`config.mk`:
```
export PLATFORM = sky130hd
export DESIGN_NAME = rx_port_equalizer_control
export DESIGN_NICKNAME = d
export VERILOG_FILES = /design/src/design/rx_port_equalizer_control.v /design/src/design/lock_wait_timer.v /design/src/design/bc_error_injector.v
export VERILOG_INCLUDE_DIRS = /design/src /design/src/design
export SDC_FILE = /design/constraint.sdc
export NUM_CORES = 1
export LEC_CHECK = 0
export BUFFER_PORTS_ARGS = -buffer_cell sky130_fd_sc_hd__clkbuf_2
export CORE_MARGIN = 4
export CORE_UTILIZATION = 30
export DETAILED_ROUTE_END_ITERATION = 16
export SLEW_MARGIN = 25
export SYNTH_ARGS = -nofsm -noshare
export SYNTH_HDL_FRONTEND = slang
export SYNTH_SLANG_ARGS = --single-unit
```
`constraint.sdc`:
```
create_clock -name clk -period 5.2 [get_ports clk]
set_input_delay 0.26 -clock clk [delete_from_list [all_inputs] [get_ports clk]]
set_output_delay 0.26 -clock clk [all_outputs]
set_load 0.1 [all_outputs]
```
`src/design/rx_eq_map.vh`:
```
// Offsets, field positions, reset values and wait counts of the equalizer control bank.
// Assumes a 10 MHz core clock; included only by the top design file of the bank.
`ifndef RX_EQ_MAP_VH
`define RX_EQ_MAP_VH

`define NUM_PORTS 2

`define REG_PORT_SEL 8'h4C
`define REG_SPARE_BF 8'hBF
`define REG_LINK_TEST 8'hD0
`define REG_SPARE_D1 8'hD1
`define REG_ADAPT_CTL 8'hD2
`define REG_LEVEL 8'hD3
`define REG_MANUAL 8'hD4
`define REG_LIMITS 8'hD5

`define RST_PORT_SEL 1'b0
`define RST_SPARE_BF 8'h00
`define VAL_SPARE_D1 8'h43
`define RST_LINK_TEST 8'h00
`define RST_ADAPT_CTL 8'h94
`define RST_MANUAL 8'h60
`define RST_LIMITS 8'hF2

`define WMASK_LINK_TEST 8'hDF
`define WMASK_ADAPT_CTL 8'hF4

`define PS_PORT 0
`define LT_SELFTEST 5
`define LT_INJ_CONT 1
`define LT_INJ_ONCE 0
`define AC_WAIT_HI 7
`define AC_WAIT_LO 5
`define AC_FIRST 4
`define AC_RESTART 3
`define AC_FLOOR 2
`define MO_UPPER_HI 7
`define MO_UPPER_LO 5
`define MO_LOCKMODE 4
`define MO_LOWER_HI 3
`define MO_LOWER_LO 1
`define MO_BYPASS 0
`define LM_CEIL_HI 7
`define LM_CEIL_LO 4
`define LM_FLOOR_HI 3
`define LM_FLOOR_LO 0

`define CLK_PERIOD_NS 100
`define WAIT_T0_NS 164000
`define WAIT_T1_NS 328000
`define WAIT_T2_NS 655000
`define WAIT_T3_NS 1310000
`define WAIT_T4_NS 2620000
`define WAIT_T5_NS 5240000
`define WAIT_T6_NS 10500000
`define WAIT_T7_NS 21000000
// Waits above in whole core clock periods, sized to the timer's count
`define WAIT_CYC_0 24'h000668
`define WAIT_CYC_1 24'h000CD0
`define WAIT_CYC_2 24'h001996
`define WAIT_CYC_3 24'h00332C
`define WAIT_CYC_4 24'h006658
`define WAIT_CYC_5 24'h00CCB0
`define WAIT_CYC_6 24'h019A28
`define WAIT_CYC_7 24'h033450

`endif

```
`src/design/rx_port_equalizer_control.v`:
```
// Per-port equalizer control bank of a two-port deserializer, with its adaptation engine.
// Assumes a byte-wide register port from the I2C target and 10 MHz core clock.
`timescale 1ns/1ps
`include "rx_eq_map.vh"
module rx_port_equalizer_control #(
   parameter [23:0] WAIT_CYC_0 = `WAIT_CYC_0,
   parameter [23:0] WAIT_CYC_1 = `WAIT_CYC_1,
   parameter [23:0] WAIT_CYC_2 = `WAIT_CYC_2,
   parameter [23:0] WAIT_CYC_3 = `WAIT_CYC_3,
   parameter [23:0] WAIT_CYC_4 = `WAIT_CYC_4,
   parameter [23:0] WAIT_CYC_5 = `WAIT_CYC_5,
   parameter [23:0] WAIT_CYC_6 = `WAIT_CYC_6,
   parameter [23:0] WAIT_CYC_7 = `WAIT_CYC_7
) (
   input wire clk,
   input wire nrst,
   input wire [7:0] reg_addr,
   input wire [7:0] reg_wdata,
   input wire reg_wr,
   input wire reg_rd,
   output wire [7:0] reg_rdata,
   input wire [1:0] lock_detect,
   input wire [1:0] remote_selftest_active,
   input wire [1:0] bc_frame_start,
   output wire [1:0] bc_bit_flip,
   output wire [11:0] eq_setting,
   output wire [1:0] rx_lock
);
   localparam [1:0] ST_START = 2'h0;
   localparam [1:0] ST_WAIT = 2'h1;
   localparam [1:0] ST_DONE = 2'h2;

   reg port_sel_ff;
   reg [7:0] spare_bf_ff;
   reg [7:0] rdata_ff;
   reg [7:0] nxt_rdata;
   wire [15:0] port_rd_bus;
   wire wr_shared;

   assign reg_rdata = rdata_ff;
   assign wr_shared = reg_wr;

   always @(posedge clk) begin
      if (!nrst) begin
         port_sel_ff <= `RST_PORT_SEL;
         spare_bf_ff <= `RST_SPARE_BF;
      end else if (wr_shared) begin
         if (reg_addr == `REG_PORT_SEL) begin
            port_sel_ff <= reg_wdata[`PS_PORT];
         end
         if (reg_addr == `REG_SPARE_BF) begin
            spare_bf_ff <= reg_wdata;
         end
      end
   end

   genvar p;
   generate
      for (p = 0; p < `NUM_PORTS; p = p + 1) begin : g_port
         // Port index as one bit, to match the port-select register
         localparam [0:0] PIDX = (p == 1) ? 1'b1 : 1'b0;
         reg [7:0] link_test_ff;
         reg [7:0] adapt_ctl_ff;
         reg [7:0] manual_ff;
         reg [7:0] limits_ff;
         reg restart_ff;
         reg selftest_ff;
         reg [1:0] state_ff;
         reg [5:0] gain_ff;
         reg [5:0] applied_ff;
         reg first_seen_ff;
         reg lock_ff;
         reg [1:0] nxt_state;
         reg [5:0] nxt_gain;
         reg [5:0] nxt_applied;
         reg nxt_first;
         reg nxt_lock;
         reg timer_go;
         reg [7:0] rd_p;
         wire wr_here;
         wire arm_once;
         wire expire;
         wire bypass;
         wire first_mode;
         wire floor_en;
         wire lock_mode;
         wire [5:0] ceil6;
         wire [5:0] start_gain;
         wire [5:0] start_clamped;
         wire [5:0] manual6;

         // Only the selected port's copy sees a write
         assign wr_here = reg_wr & (port_sel_ff == PIDX);
         // Each write with the once bit set arms a single flip
         assign arm_once = wr_here & (reg_addr == `REG_LINK_TEST) &
                           reg_wdata[`LT_INJ_ONCE];

         assign bypass = manual_ff[`MO_BYPASS];
         assign lock_mode = manual_ff[`MO_LOCKMODE];
         assign first_mode = adapt_ctl_ff[`AC_FIRST];
         assign floor_en = adapt_ctl_ff[`AC_FLOOR];
         assign ceil6 = {2'b00, limits_ff[`LM_CEIL_HI:`LM_CEIL_LO]};
         assign start_gain = floor_en ?
                             {2'b00, limits_ff[`LM_FLOOR_HI:`LM_FLOOR_LO]} :
                             6'h00;
         // A floor above the ceiling is a host slip; the ceiling still holds
         assign start_clamped = (start_gain > ceil6) ? ceil6 : start_gain;
         assign manual6 = {manual_ff[`MO_UPPER_HI:`MO_UPPER_LO],
                           manual_ff[`MO_LOWER_HI:`MO_LOWER_LO]};

         always @(posedge clk) begin
            if (!nrst) begin
               link_test_ff <= `RST_LINK_TEST;
               adapt_ctl_ff <= `RST_ADAPT_CTL;
               manual_ff <= `RST_MANUAL;
               limits_ff <= `RST_LIMITS;
               restart_ff <= 1'b0;
               selftest_ff <= 1'b0;
            end else begin
               selftest_ff <= remote_selftest_active[p];
               // Self-clearing: a pulse lasting one cycle
               restart_ff <= wr_here & (reg_addr == `REG_ADAPT_CTL) &
                             reg_wdata[`AC_RESTART];
               if (wr_here) begin
                  case (reg_addr)
                     `REG_LINK_TEST: link_test_ff <= reg_wdata & `WMASK_LINK_TEST;
                     `REG_ADAPT_CTL: adapt_ctl_ff <= reg_wdata & `WMASK_ADAPT_CTL;
                     `REG_MANUAL: manual_ff <= reg_wdata;
                     `REG_LIMITS: limits_ff <= reg_wdata;
                     default: link_test_ff <= link_test_ff;
                  endcase
               end
            end
         end

         // Count runs only in WAIT; a go or leaving WAIT clears it
         lock_wait_timer #(
            .C0(WAIT_CYC_0),
            .C1(WAIT_CYC_1),
            .C2(WAIT_CYC_2),
            .C3(WAIT_CYC_3),
            .C4(WAIT_CYC_4),
            .C5(WAIT_CYC_5),
            .C6(WAIT_CYC_6),
            .C7(WAIT_CYC_7)
         ) u_timer (
            .clk(clk),
            .nrst(nrst),
            .en(state_ff == ST_WAIT),
            .go(timer_go),
            .sel(adapt_ctl_ff[`AC_WAIT_HI:`AC_WAIT_LO]),
            .expire(expire)
         );

         bc_error_injector u_inject (
            .clk(clk),
            .nrst(nrst),
            .continuous(link_test_ff[`LT_INJ_CONT]),
            .arm_once(arm_once),
            .frame_start(bc_frame_start[p]),
            .bit_flip(bc_bit_flip[p])
         );

         // Restart forgets the first lock, so first-lock mode applies again
         always @* begin
            nxt_state = state_ff;
            nxt_gain = gain_ff;
            nxt_first = first_seen_ff;
            timer_go = 1'b0;
            if (restart_ff || bypass) begin
               nxt_state = ST_START;
               if (restart_ff) begin
                  nxt_first = 1'b0;
               end
            end else begin
               case (state_ff)
                  ST_START: begin
                     nxt_gain = start_clamped;
                     timer_go = 1'b1;
                     nxt_state = ST_WAIT;
                  end
                  ST_WAIT: begin
                     if (lock_detect[p]) begin
                        if (first_mode && !first_seen_ff) begin
                           nxt_first = 1'b1;
                           nxt_gain = 6'h00;
                           timer_go = 1'b1;
                        end else begin
                           nxt_first = 1'b1;
                           nxt_state = ST_DONE;
                        end
                     end else if (expire) begin
                        if (gain_ff >= ceil6) begin
                           nxt_gain = start_clamped;
                        end else begin
                           nxt_gain = gain_ff + 6'h01;
                        end
                     end else if (gain_ff > ceil6) begin
                        // Ceiling lowered mid-wait: pull the gain down at once
                        nxt_gain = ceil6;
                     end
                  end
                  ST_DONE: begin
                     if (!lock_detect[p]) begin
                        nxt_state = ST_START;
                     end
                  end
                  default: begin
                     nxt_state = ST_START;
                  end
               endcase
            end
         end

         always @* begin
            if (bypass) begin
               nxt_applied = manual6;
            end else if (gain_ff > ceil6) begin
               nxt_applied = ceil6;
            end else begin
               nxt_applied = gain_ff;
            end
            // Bypass has nothing to adapt, so it counts as complete
            nxt_lock = lock_detect[p] &
                       (~lock_mode | bypass | (state_ff == ST_DONE));
         end

         always @(posedge clk) begin
            if (!nrst) begin
               state_ff <= ST_START;
               gain_ff <= 6'h00;
               applied_ff <= 6'h00;
               first_seen_ff <= 1'b0;
               lock_ff <= 1'b0;
            end else begin
               state_ff <= nxt_state;
               gain_ff <= nxt_gain;
               applied_ff <= nxt_applied;
               first_seen_ff <= nxt_first;
               lock_ff <= nxt_lock;
            end
         end

         always @* begin
            case (reg_addr)
               `REG_LINK_TEST: rd_p = {link_test_ff[7:6], selftest_ff,
                                       link_test_ff[4:0]};
               `REG_ADAPT_CTL: rd_p = {adapt_ctl_ff[7:4], restart_ff,
                                       adapt_ctl_ff[2], 2'b00};
               `REG_LEVEL: rd_p = {2'b00, applied_ff};
               `REG_MANUAL: rd_p = manual_ff;
               `REG_LIMITS: rd_p = limits_ff;
               default: rd_p = 8'h00;
            endcase
         end

         // Each port drives its own byte; the shared mux below picks one
         assign port_rd_bus[8*p +: 8] = rd_p;
         assign eq_setting[6*p +: 6] = applied_ff;
         assign rx_lock[p] = lock_ff;
      end
   endgenerate

   // Read data registered, so it holds between read strobes
   always @* begin
      case (reg_addr)
         `REG_PORT_SEL: nxt_rdata = {7'h00, port_sel_ff};
         `REG_SPARE_BF: nxt_rdata = spare_bf_ff;
         `REG_SPARE_D1: nxt_rdata = `VAL_SPARE_D1;
         `REG_LINK_TEST,
         `REG_ADAPT_CTL,
         `REG_LEVEL,
         `REG_MANUAL,
         `REG_LIMITS: nxt_rdata = port_sel_ff ? port_rd_bus[15:8] :
                                               port_rd_bus[7:0];
         default: nxt_rdata = 8'h00;
      endcase
   end

   always @(posedge clk) begin
      if (!nrst) begin
         rdata_ff <= 8'h00;
      end else if (reg_rd) begin
         rdata_ff <= nxt_rdata;
      end
   end
endmodule // rx_port_equalizer_control

```
`src/design/lock_wait_timer.v`:
```
// Lock wait timer: counts the selected wait period while enabled, pulses on expiry.
// Assumes go restarts the count; reloads by itself after each expiry.
`timescale 1ns/1ps
module lock_wait_timer #(
   parameter [23:0] C0 = 24'h000668,
   parameter [23:0] C1 = 24'h000CD0,
   parameter [23:0] C2 = 24'h001996,
   parameter [23:0] C3 = 24'h00332C,
   parameter [23:0] C4 = 24'h006658,
   parameter [23:0] C5 = 24'h00CCB0,
   parameter [23:0] C6 = 24'h019A28,
   parameter [23:0] C7 = 24'h033450
) (
   input wire clk,
   input wire nrst,
   input wire en,
   input wire go,
   input wire [2:0] sel,
   output wire expire
);
   reg [23:0] cnt_ff;
   reg [23:0] lim;
   wire at_end;

   always @* begin
      case (sel)
         3'h0: lim = C0;
         3'h1: lim = C1;
         3'h2: lim = C2;
         3'h3: lim = C3;
         3'h4: lim = C4;
         3'h5: lim = C5;
         3'h6: lim = C6;
         default: lim = C7;
      endcase
   end

   // A shortened selection mid-count still ends at once, never wraps
   assign at_end = (cnt_ff >= (lim - 24'h000001));
   assign expire = en & ~go & at_end;

   always @(posedge clk) begin
      if (!nrst || go || !en || at_end) begin
         cnt_ff <= 24'h000000;
      end else begin
         cnt_ff <= cnt_ff + 24'h000001;
      end
   end
endmodule // lock_wait_timer

```
`src/design/bc_error_injector.v`:
```
// Back-channel error injector: marks outgoing frames whose one bit is to be flipped.
// Assumes frame_start pulses once per outgoing frame from the back-channel framer.
`timescale 1ns/1ps
module bc_error_injector (
   input wire clk,
   input wire nrst,
   input wire continuous,
   input wire arm_once,
   input wire frame_start,
   output wire bit_flip
);
   reg armed_ff;
   wire nxt_armed;

   assign bit_flip = frame_start & (continuous | armed_ff);
   // A new arm in the consuming cycle survives for the next frame
   assign nxt_armed = arm_once | (armed_ff & ~frame_start);

   always @(posedge clk) begin
      if (!nrst) begin
         armed_ff <= 1'b0;
      end else begin
         armed_ff <= nxt_armed;
      end
   end
endmodule // bc_error_injector

```
# [Yosys cells after proc, flatten, opt, wreduce, memory -nomap -nowiden]
# Index checks and enable logic that the tools add are counted.
[totals] register_bits=159 wordCells=207
[classes] addsub=6 n_lt_le_gt_ge=8 eq_ne=34 mux=48 bitwise=38 n_reduce_logical=44
[ops] op="one-hot mux 18 bit (7 select lines)" count=2
[ops] op="one-hot mux 8 bit (5 select lines)" count=2
[ops] op="2-to-1 mux 6 bit" count=12
[ops] op="equality test 8 bit (second input constant)" count=7
[ops] op="adder 24 x 1 -> 24 bit (second input constant)" count=2
[ops] op="greater-or-equal comparator 24 bit" count=2
[ops] op="subtractor 18 x 1 -> 19 bit (second input constant)" count=2
[ops] op="one-hot mux 8 bit (4 select lines)" count=1
[ops] op="one-hot mux 6 bit (2 select lines)" count=2
[ops] op="bitwise AND 1 bit" count=20
[ops] op="AND reduction 2 bit" count=10
[ops] op="equality test 3 bit (second input constant)" count=6
[ops] op="AND reduction 3 bit" count=6
[ops] op="2-to-1 mux 4 bit" count=4
[ops] op="!= test 2 bit (second input constant)" count=8
[ops] op="2-to-1 mux 1 bit" count=14
[ops] op="adder 6 x 1 -> 6 bit (second input constant)" count=2
[ops] op="equality test 3 x 2 -> 1 bit (second input constant)" count=4
[ops] op="greater-or-equal comparator 6 x 4 -> 1 bit" count=2
[ops] op="greater-than comparator 6 x 4 -> 1 bit" count=2
[ops] op="2-to-1 mux 2 bit" count=6
[ops] op="one-hot mux 2 bit (3 select lines)" count=2
[ops] op="nonzero test 2 bit" count=6
[ops] op="inverter 1 bit" count=10
[ops] op="16 further kinds" count=44

# [Logic depth before layout (Yosys ltp)]
[logic_depth] word_depth=12 depth_mapped=15 depth_no_buf=14

# [Hierarchy]
# From an unflattened synthesis, not the netlist that was laid out.
[hier_totals] hier_cells=1031 hier_area_um2=9037.4
[modules_own_cells] module="rx_port_equalizer_control" instances=1 cells_per_inst=674 area_each_um2=5884.4 seq_area_each_um2=2182.1
[modules_own_cells] module="lock_wait_timer (g_port[0].u_timer)" instances=1 cells_per_inst=179 area_each_um2=1577.8 seq_area_each_um2=480.5
[modules_own_cells] module="lock_wait_timer (g_port[1].u_timer)" instances=1 cells_per_inst=170 area_each_um2=1492.7 seq_area_each_um2=480.5
[modules_own_cells] module="bc_error_injector" instances=2 cells_per_inst=4 area_each_um2=41.3 seq_area_each_um2=20.0

# [Worst setup path before layout]
# Ideal clock, no wire load.
[synth_timing] kind="flip-flop to flip-flop" start="reg g_port[1].adapt_ctl_ff[5]" end="reg g_port[1].gain_ff[2]" setup_ns=0.060 arrival_time_ns=3.063 t_required_ns=5.140 path_slack_ns=2.078 path_stages_with_launch=15 n_path_buf=1 period_less_slack_ns=3.122 cell_sequence="dfxtp_1 inv_1 ha_1 nor2_1 or2_2 ha_1 xor2_1 ha_1 a21o_1 a2111oi_0 o31ai_1 and2_1 clkbuf_1 a2111oi_0 a221o_1"
[synth_via] elab_chain_len=8 word_cells_on_any_way=14
[synth_lines] element="start: declaration" line_no="rx_port_equalizer_control.v:63" text="reg [7:0] adapt_ctl_ff;"
[synth_lines] element="start signal: assignment" line_no="rx_port_equalizer_control.v:114" text="adapt_ctl_ff <= `RST_ADAPT_CTL;"
[synth_lines] element="start signal: assignment" line_no="rx_port_equalizer_control.v:127" text="`REG_ADAPT_CTL: adapt_ctl_ff <= reg_wdata & `WMASK_ADAPT_CTL;"
[synth_lines] element="equality test 3 bit, or another cell as far along" line_no="lock_wait_timer.v:26" text="case (sel)"
[synth_lines] element="one-hot mux 18 bit (7 select lines) (*)" line_no="lock_wait_timer.v:26"
[synth_lines] element="subtractor 18 x 1 -> 19 bit (*)" line_no="lock_wait_timer.v:39" text="assign at_end = (cnt_ff >= (lim - 24'h000001));"
[synth_lines] element="greater-or-equal comparator 24 bit (*)" line_no="lock_wait_timer.v:39"
[synth_lines] element="bitwise AND 1 bit (*)" line_no="lock_wait_timer.v:40" text="assign expire = en & ~go & at_end;"
[synth_lines] element="2-to-1 mux 6 bit (*)" line_no="rx_port_equalizer_control.v:192" text="end else if (expire) begin"
[synth_lines] element="2-to-1 mux 6 bit (*)" line_no="rx_port_equalizer_control.v:183" text="if (lock_detect[p]) begin"
[synth_lines] element="one-hot mux 6 bit (2 select lines) (*)" line_no="rx_port_equalizer_control.v:176" text="case (state_ff)"
[synth_lines] element="end signal: assignment" line_no="rx_port_equalizer_control.v:237" text="gain_ff <= nxt_gain;"
[synth_lines] element="end: declaration" line_no="rx_port_equalizer_control.v:69" text="reg [5:0] gain_ff;"
# Mark *: on every way between the ends. The rest lies on a longest branch, timed or not.
# A chain may end at the register's enable or synchronous reset.

# [Worst setup path in the final report]
[layout_timing] start="reg g_port[0].adapt_ctl_ff[5]" end="reg g_port[0].u_timer.cnt_ff[5]"
[layout_via] elab_chain_len=5 word_cells_on_any_way=11
[layout_lines] element="start: declaration" line_no="rx_port_equalizer_control.v:63"
[layout_lines] element="start signal: assignment" line_no="rx_port_equalizer_control.v:114"
[layout_lines] element="start signal: assignment" line_no="rx_port_equalizer_control.v:127"
[layout_lines] element="equality test 3 bit, or another cell as far along" line_no="lock_wait_timer.v:26"
[layout_lines] element="one-hot mux 18 bit (7 select lines) (*)" line_no="lock_wait_timer.v:26"
[layout_lines] element="subtractor 18 x 1 -> 19 bit (*)" line_no="lock_wait_timer.v:39"
[layout_lines] element="greater-or-equal comparator 24 bit (*)" line_no="lock_wait_timer.v:39"
[layout_lines] element="logical OR 1 bit (*)" line_no="lock_wait_timer.v:43" text="if (!nrst || go || !en || at_end) begin"
[layout_lines] element="end signal: assignment" line_no="lock_wait_timer.v:46" text="cnt_ff <= cnt_ff + 24'h000001;"
[layout_lines] element="end: declaration" line_no="lock_wait_timer.v:21" text="reg [23:0] cnt_ff;"
# Marks and branches as above.

==> impl_metrics.ini <==
[run_status]
outcome = completed

[cts]
numCtsBuffers = 17
cts-root-buf = clkbuf_16
postCtsResizedCells = 0
cts.sinks = 159
postCtsSetupRepairBufs = 0
clkTransAtPathRegs_ns = 0.07
cts_tree = yes
clk_path_buf_depth = 2
htreeDepth = 4
clk_latency_ns = 0.44
hold_buffers = 0

[setup_path]
r2r-end = g_port[0].u_timer.cnt_ff[5]
cp_top_family = simple AND/OR/NAND/NOR gates
end_kind = flop
r2r_start = g_port[0].adapt_ctl_ff[5]
cp_cell_sequence = inv_1 -> ha_1 -> nor3_1 -> a211oi_1 -> ha_1 -> and3_1 -> a221o_1 -> a221oi_2 -> o211ai_1 -> a21oi_4 -> nand4_4 -> nor2_2
critPathArrivalTime_ns = 3.94
path_buf_inv = 1
startpoint_type = flop
path_max_fanout = 24
critPathRequiredTime_ns = 5.57
ff2ff_path_depth = 12
cp_slowest_cell = nand4_4
critPathKind = reg2reg
critPathMaxStageDelay_ns = 0.48
regToRegSetupSlack_ns = 1.63
crit_path_frequent_cell = ha_1

[sta]
fin_crit_ns = 3.57
slew_viol_final = 0
finalSetupViolCount = 0
fin_skew_ns = 0.0141
hold_violations = 0
worst_slew_pin_slew_ns = 0.970
max_slew_margin_pct = 35.4
fin_crit_sh_pct = 68.7
max_freq_mhz = 280
fin_tns_setup_ns = 0
rsz0062_at_grt = false
fin_ws_ns = 1.63

[die]
dieArea_mm2 = 0.0335
coreArea_mm2 = 0.0300
rows = 63
start_util_pct = 30.7
die_h_um = 183
ios = 50
die_x_um = 183

[layout]
final_cell_mix = dfxtp_1, nand2_1, ha_1
syn2layout_area_growth_pct = 12.5
utilization_pct = 34.6
fin_nets = 1210
drive_gt1_share_pct = 11.2
diodes = 0
final_common_cell = dfxtp_1

[synthesis]
synthArstFlopShare_pct = 0
ys.flop_type = dfxtp_1
syn_inst = 1089
synth_area_per_cell_um2 = 8.45
yosysUniqueCellTypes = 68
synth_edf_count = 0
synth_top_area_share_pct = 34.6
synth-seq-cells = 159
synthTopCellsByArea = dfxtp_1, ha_1, mux2i_1
netlist_area_mm2 = 0.00920
seq_area_frac_synth_pct = 34.6
yosys_warnings = 0
synth.largest_area_cell = dfxtp_1

[power]
ir_drop_v = 0.000209
p_per_area_mw_per_mm2 = 259
p_leak_nw = 4.19
power_w = 0.00269

[run]
cap_violations = 0

[global_route]
grt_start_max_net_pins = 70
antenna_found_initial = 1
grt_first_pass_wirelength_um = 38900
grt_overflow_total = 0
grt_usage_pct = 14.1
grt_pass1_vias = 7512

[detailed_routing]
drtPass1Iterations = 5
drt_iter0_markers = 527
routedWlPerCell_um = 15.4
antenna_left = 0
drc = 0
drt_wl_total_um = 23400
vias = 7746
vias_per_cell = 5.11

[place]
pre_cts_ws_ns = 1.64
io_buffer_count = 49
gp_congestion = 0.848
dp_hpwl_um = 17000

[hold_path]
hold_end = g_port[1].selftest_ff
holdCritPathClass = in2reg
hold_path.startpoint = remote_selftest_active[1]
hold_depth = 2
-- cell type report --
type | instances | area (um2)
clock buffer | 17 | 425
clock inverter | 15 | 168
fill | 3136 | 19600
inverter | 39 | 146
multi-input combinational | 843 | 5660
sequential | 159 | 3180
tap | 390 | 488
timing repair buffer | 54 | 285
-- worst max-delay path by stage --
stage	depth (start not counted)	slack [ns]	start	to
global placement	12	1.75	g_port[0].adapt_ctl_ff[5]	g_port[0].u_timer.cnt_ff[21]
detailed placement	12	1.64	g_port[0].adapt_ctl_ff[5]	g_port[0].u_timer.cnt_ff[23]
global route	13	1.26	g_port[1].adapt_ctl_ff[5]	g_port[1].u_timer.cnt_ff[7]
finish	12	1.63	g_port[0].adapt_ctl_ff[5]	g_port[0].u_timer.cnt_ff[5]
floorplan	14	2.08	g_port[1].adapt_ctl_ff[5]	g_port[1].gain_ff[2]
CTS	12	1.61	g_port[0].adapt_ctl_ff[5]	g_port[0].u_timer.cnt_ff[5]
-- cells in the mapped netlist (18+ instances only) --
cell        n
xor2_1     28
nor3_1     20
a21boi_0   23
inv_1      38
nor2_1     66
dfxtp_1   159
o211ai_1   18
nand2b_1   18
clkbuf_1   41
ha_1       70
a21oi_1    54
nor2b_1    35
o21ai_0    40
mux2i_1    67
nor2_2     20
nand2_1   132
nand3_1    49
-- layer usage --
metal  vias to the layer above  track usage, %  share of wire (%)
met3                        28            2.88                4.6
met5                         -               0              0.034
li1                       3923               -                  -
met1                      3639            19.1                 48
met4                         2            4.26                1.9
met2                       154            22.9                 45
-- logic make-up after synthesis --
logic type / after synthesis / share of synthesized area, %
AOI/OAI and AO/OA: 233 / 17.1
xor gates and xnor gates: 42 / 4.00
adders and majority gates: 70 / 9.52
buffers and inverters: 96 / 4.32
DFF: 159 / 34.6
muxes: 71 / 7.78
other: 2 / 0.0816
and+or+nand+nor: 416 / 22.6
-- flip-flops by register name (all words and copies together), names as in the netlist --
| name | flops |
|---|---|
| g_port.u_timer.cnt_ff | 48 |
| g_port.limits_ff | 16 |
| g_port.manual_ff | 16 |
| g_port.link_test_ff | 14 |
| g_port.applied_ff | 12 |
| g_port.gain_ff | 12 |
| g_port.adapt_ctl_ff | 10 |
| reg_rdata | 8 |
| spare_bf_ff | 8 |
| g_port.state_ff | 4 |
| g_port.first_seen_ff | 2 |
| g_port.lock_ff | 2 |
| g_port.restart_ff | 2 |
| g_port.selftest_ff | 2 |
| g_port.u_inject.armed_ff | 2 |
| port_sel_ff | 1 |
-- power breakdown --
part	leakage (nW)	internal, W	switching (W)
Sequential	1.29	0.00123	0.0000100
Clock	0.292	0.000685	0.000585
Combinational	2.61	0.0000494	0.000126
-- through the flow --
| step | instance area (um2) | hold WS, ns | instances |
|---|---|---|---|
| after floorplan | 9230 | 0.384 | 1098 |
| after global placement | 9760 | 0.445 | 1485 |
| after detailed placement | 9760 | 0.448 | 1485 |
| after CTS | 10400 | 0.0445 | 1517 |
| after global routing | 10400 | 0.0398 | 1517 |
| final | 10400 | 0.0520 | 1517 |
Note: power is estimated with default switching activity, not from simulation.
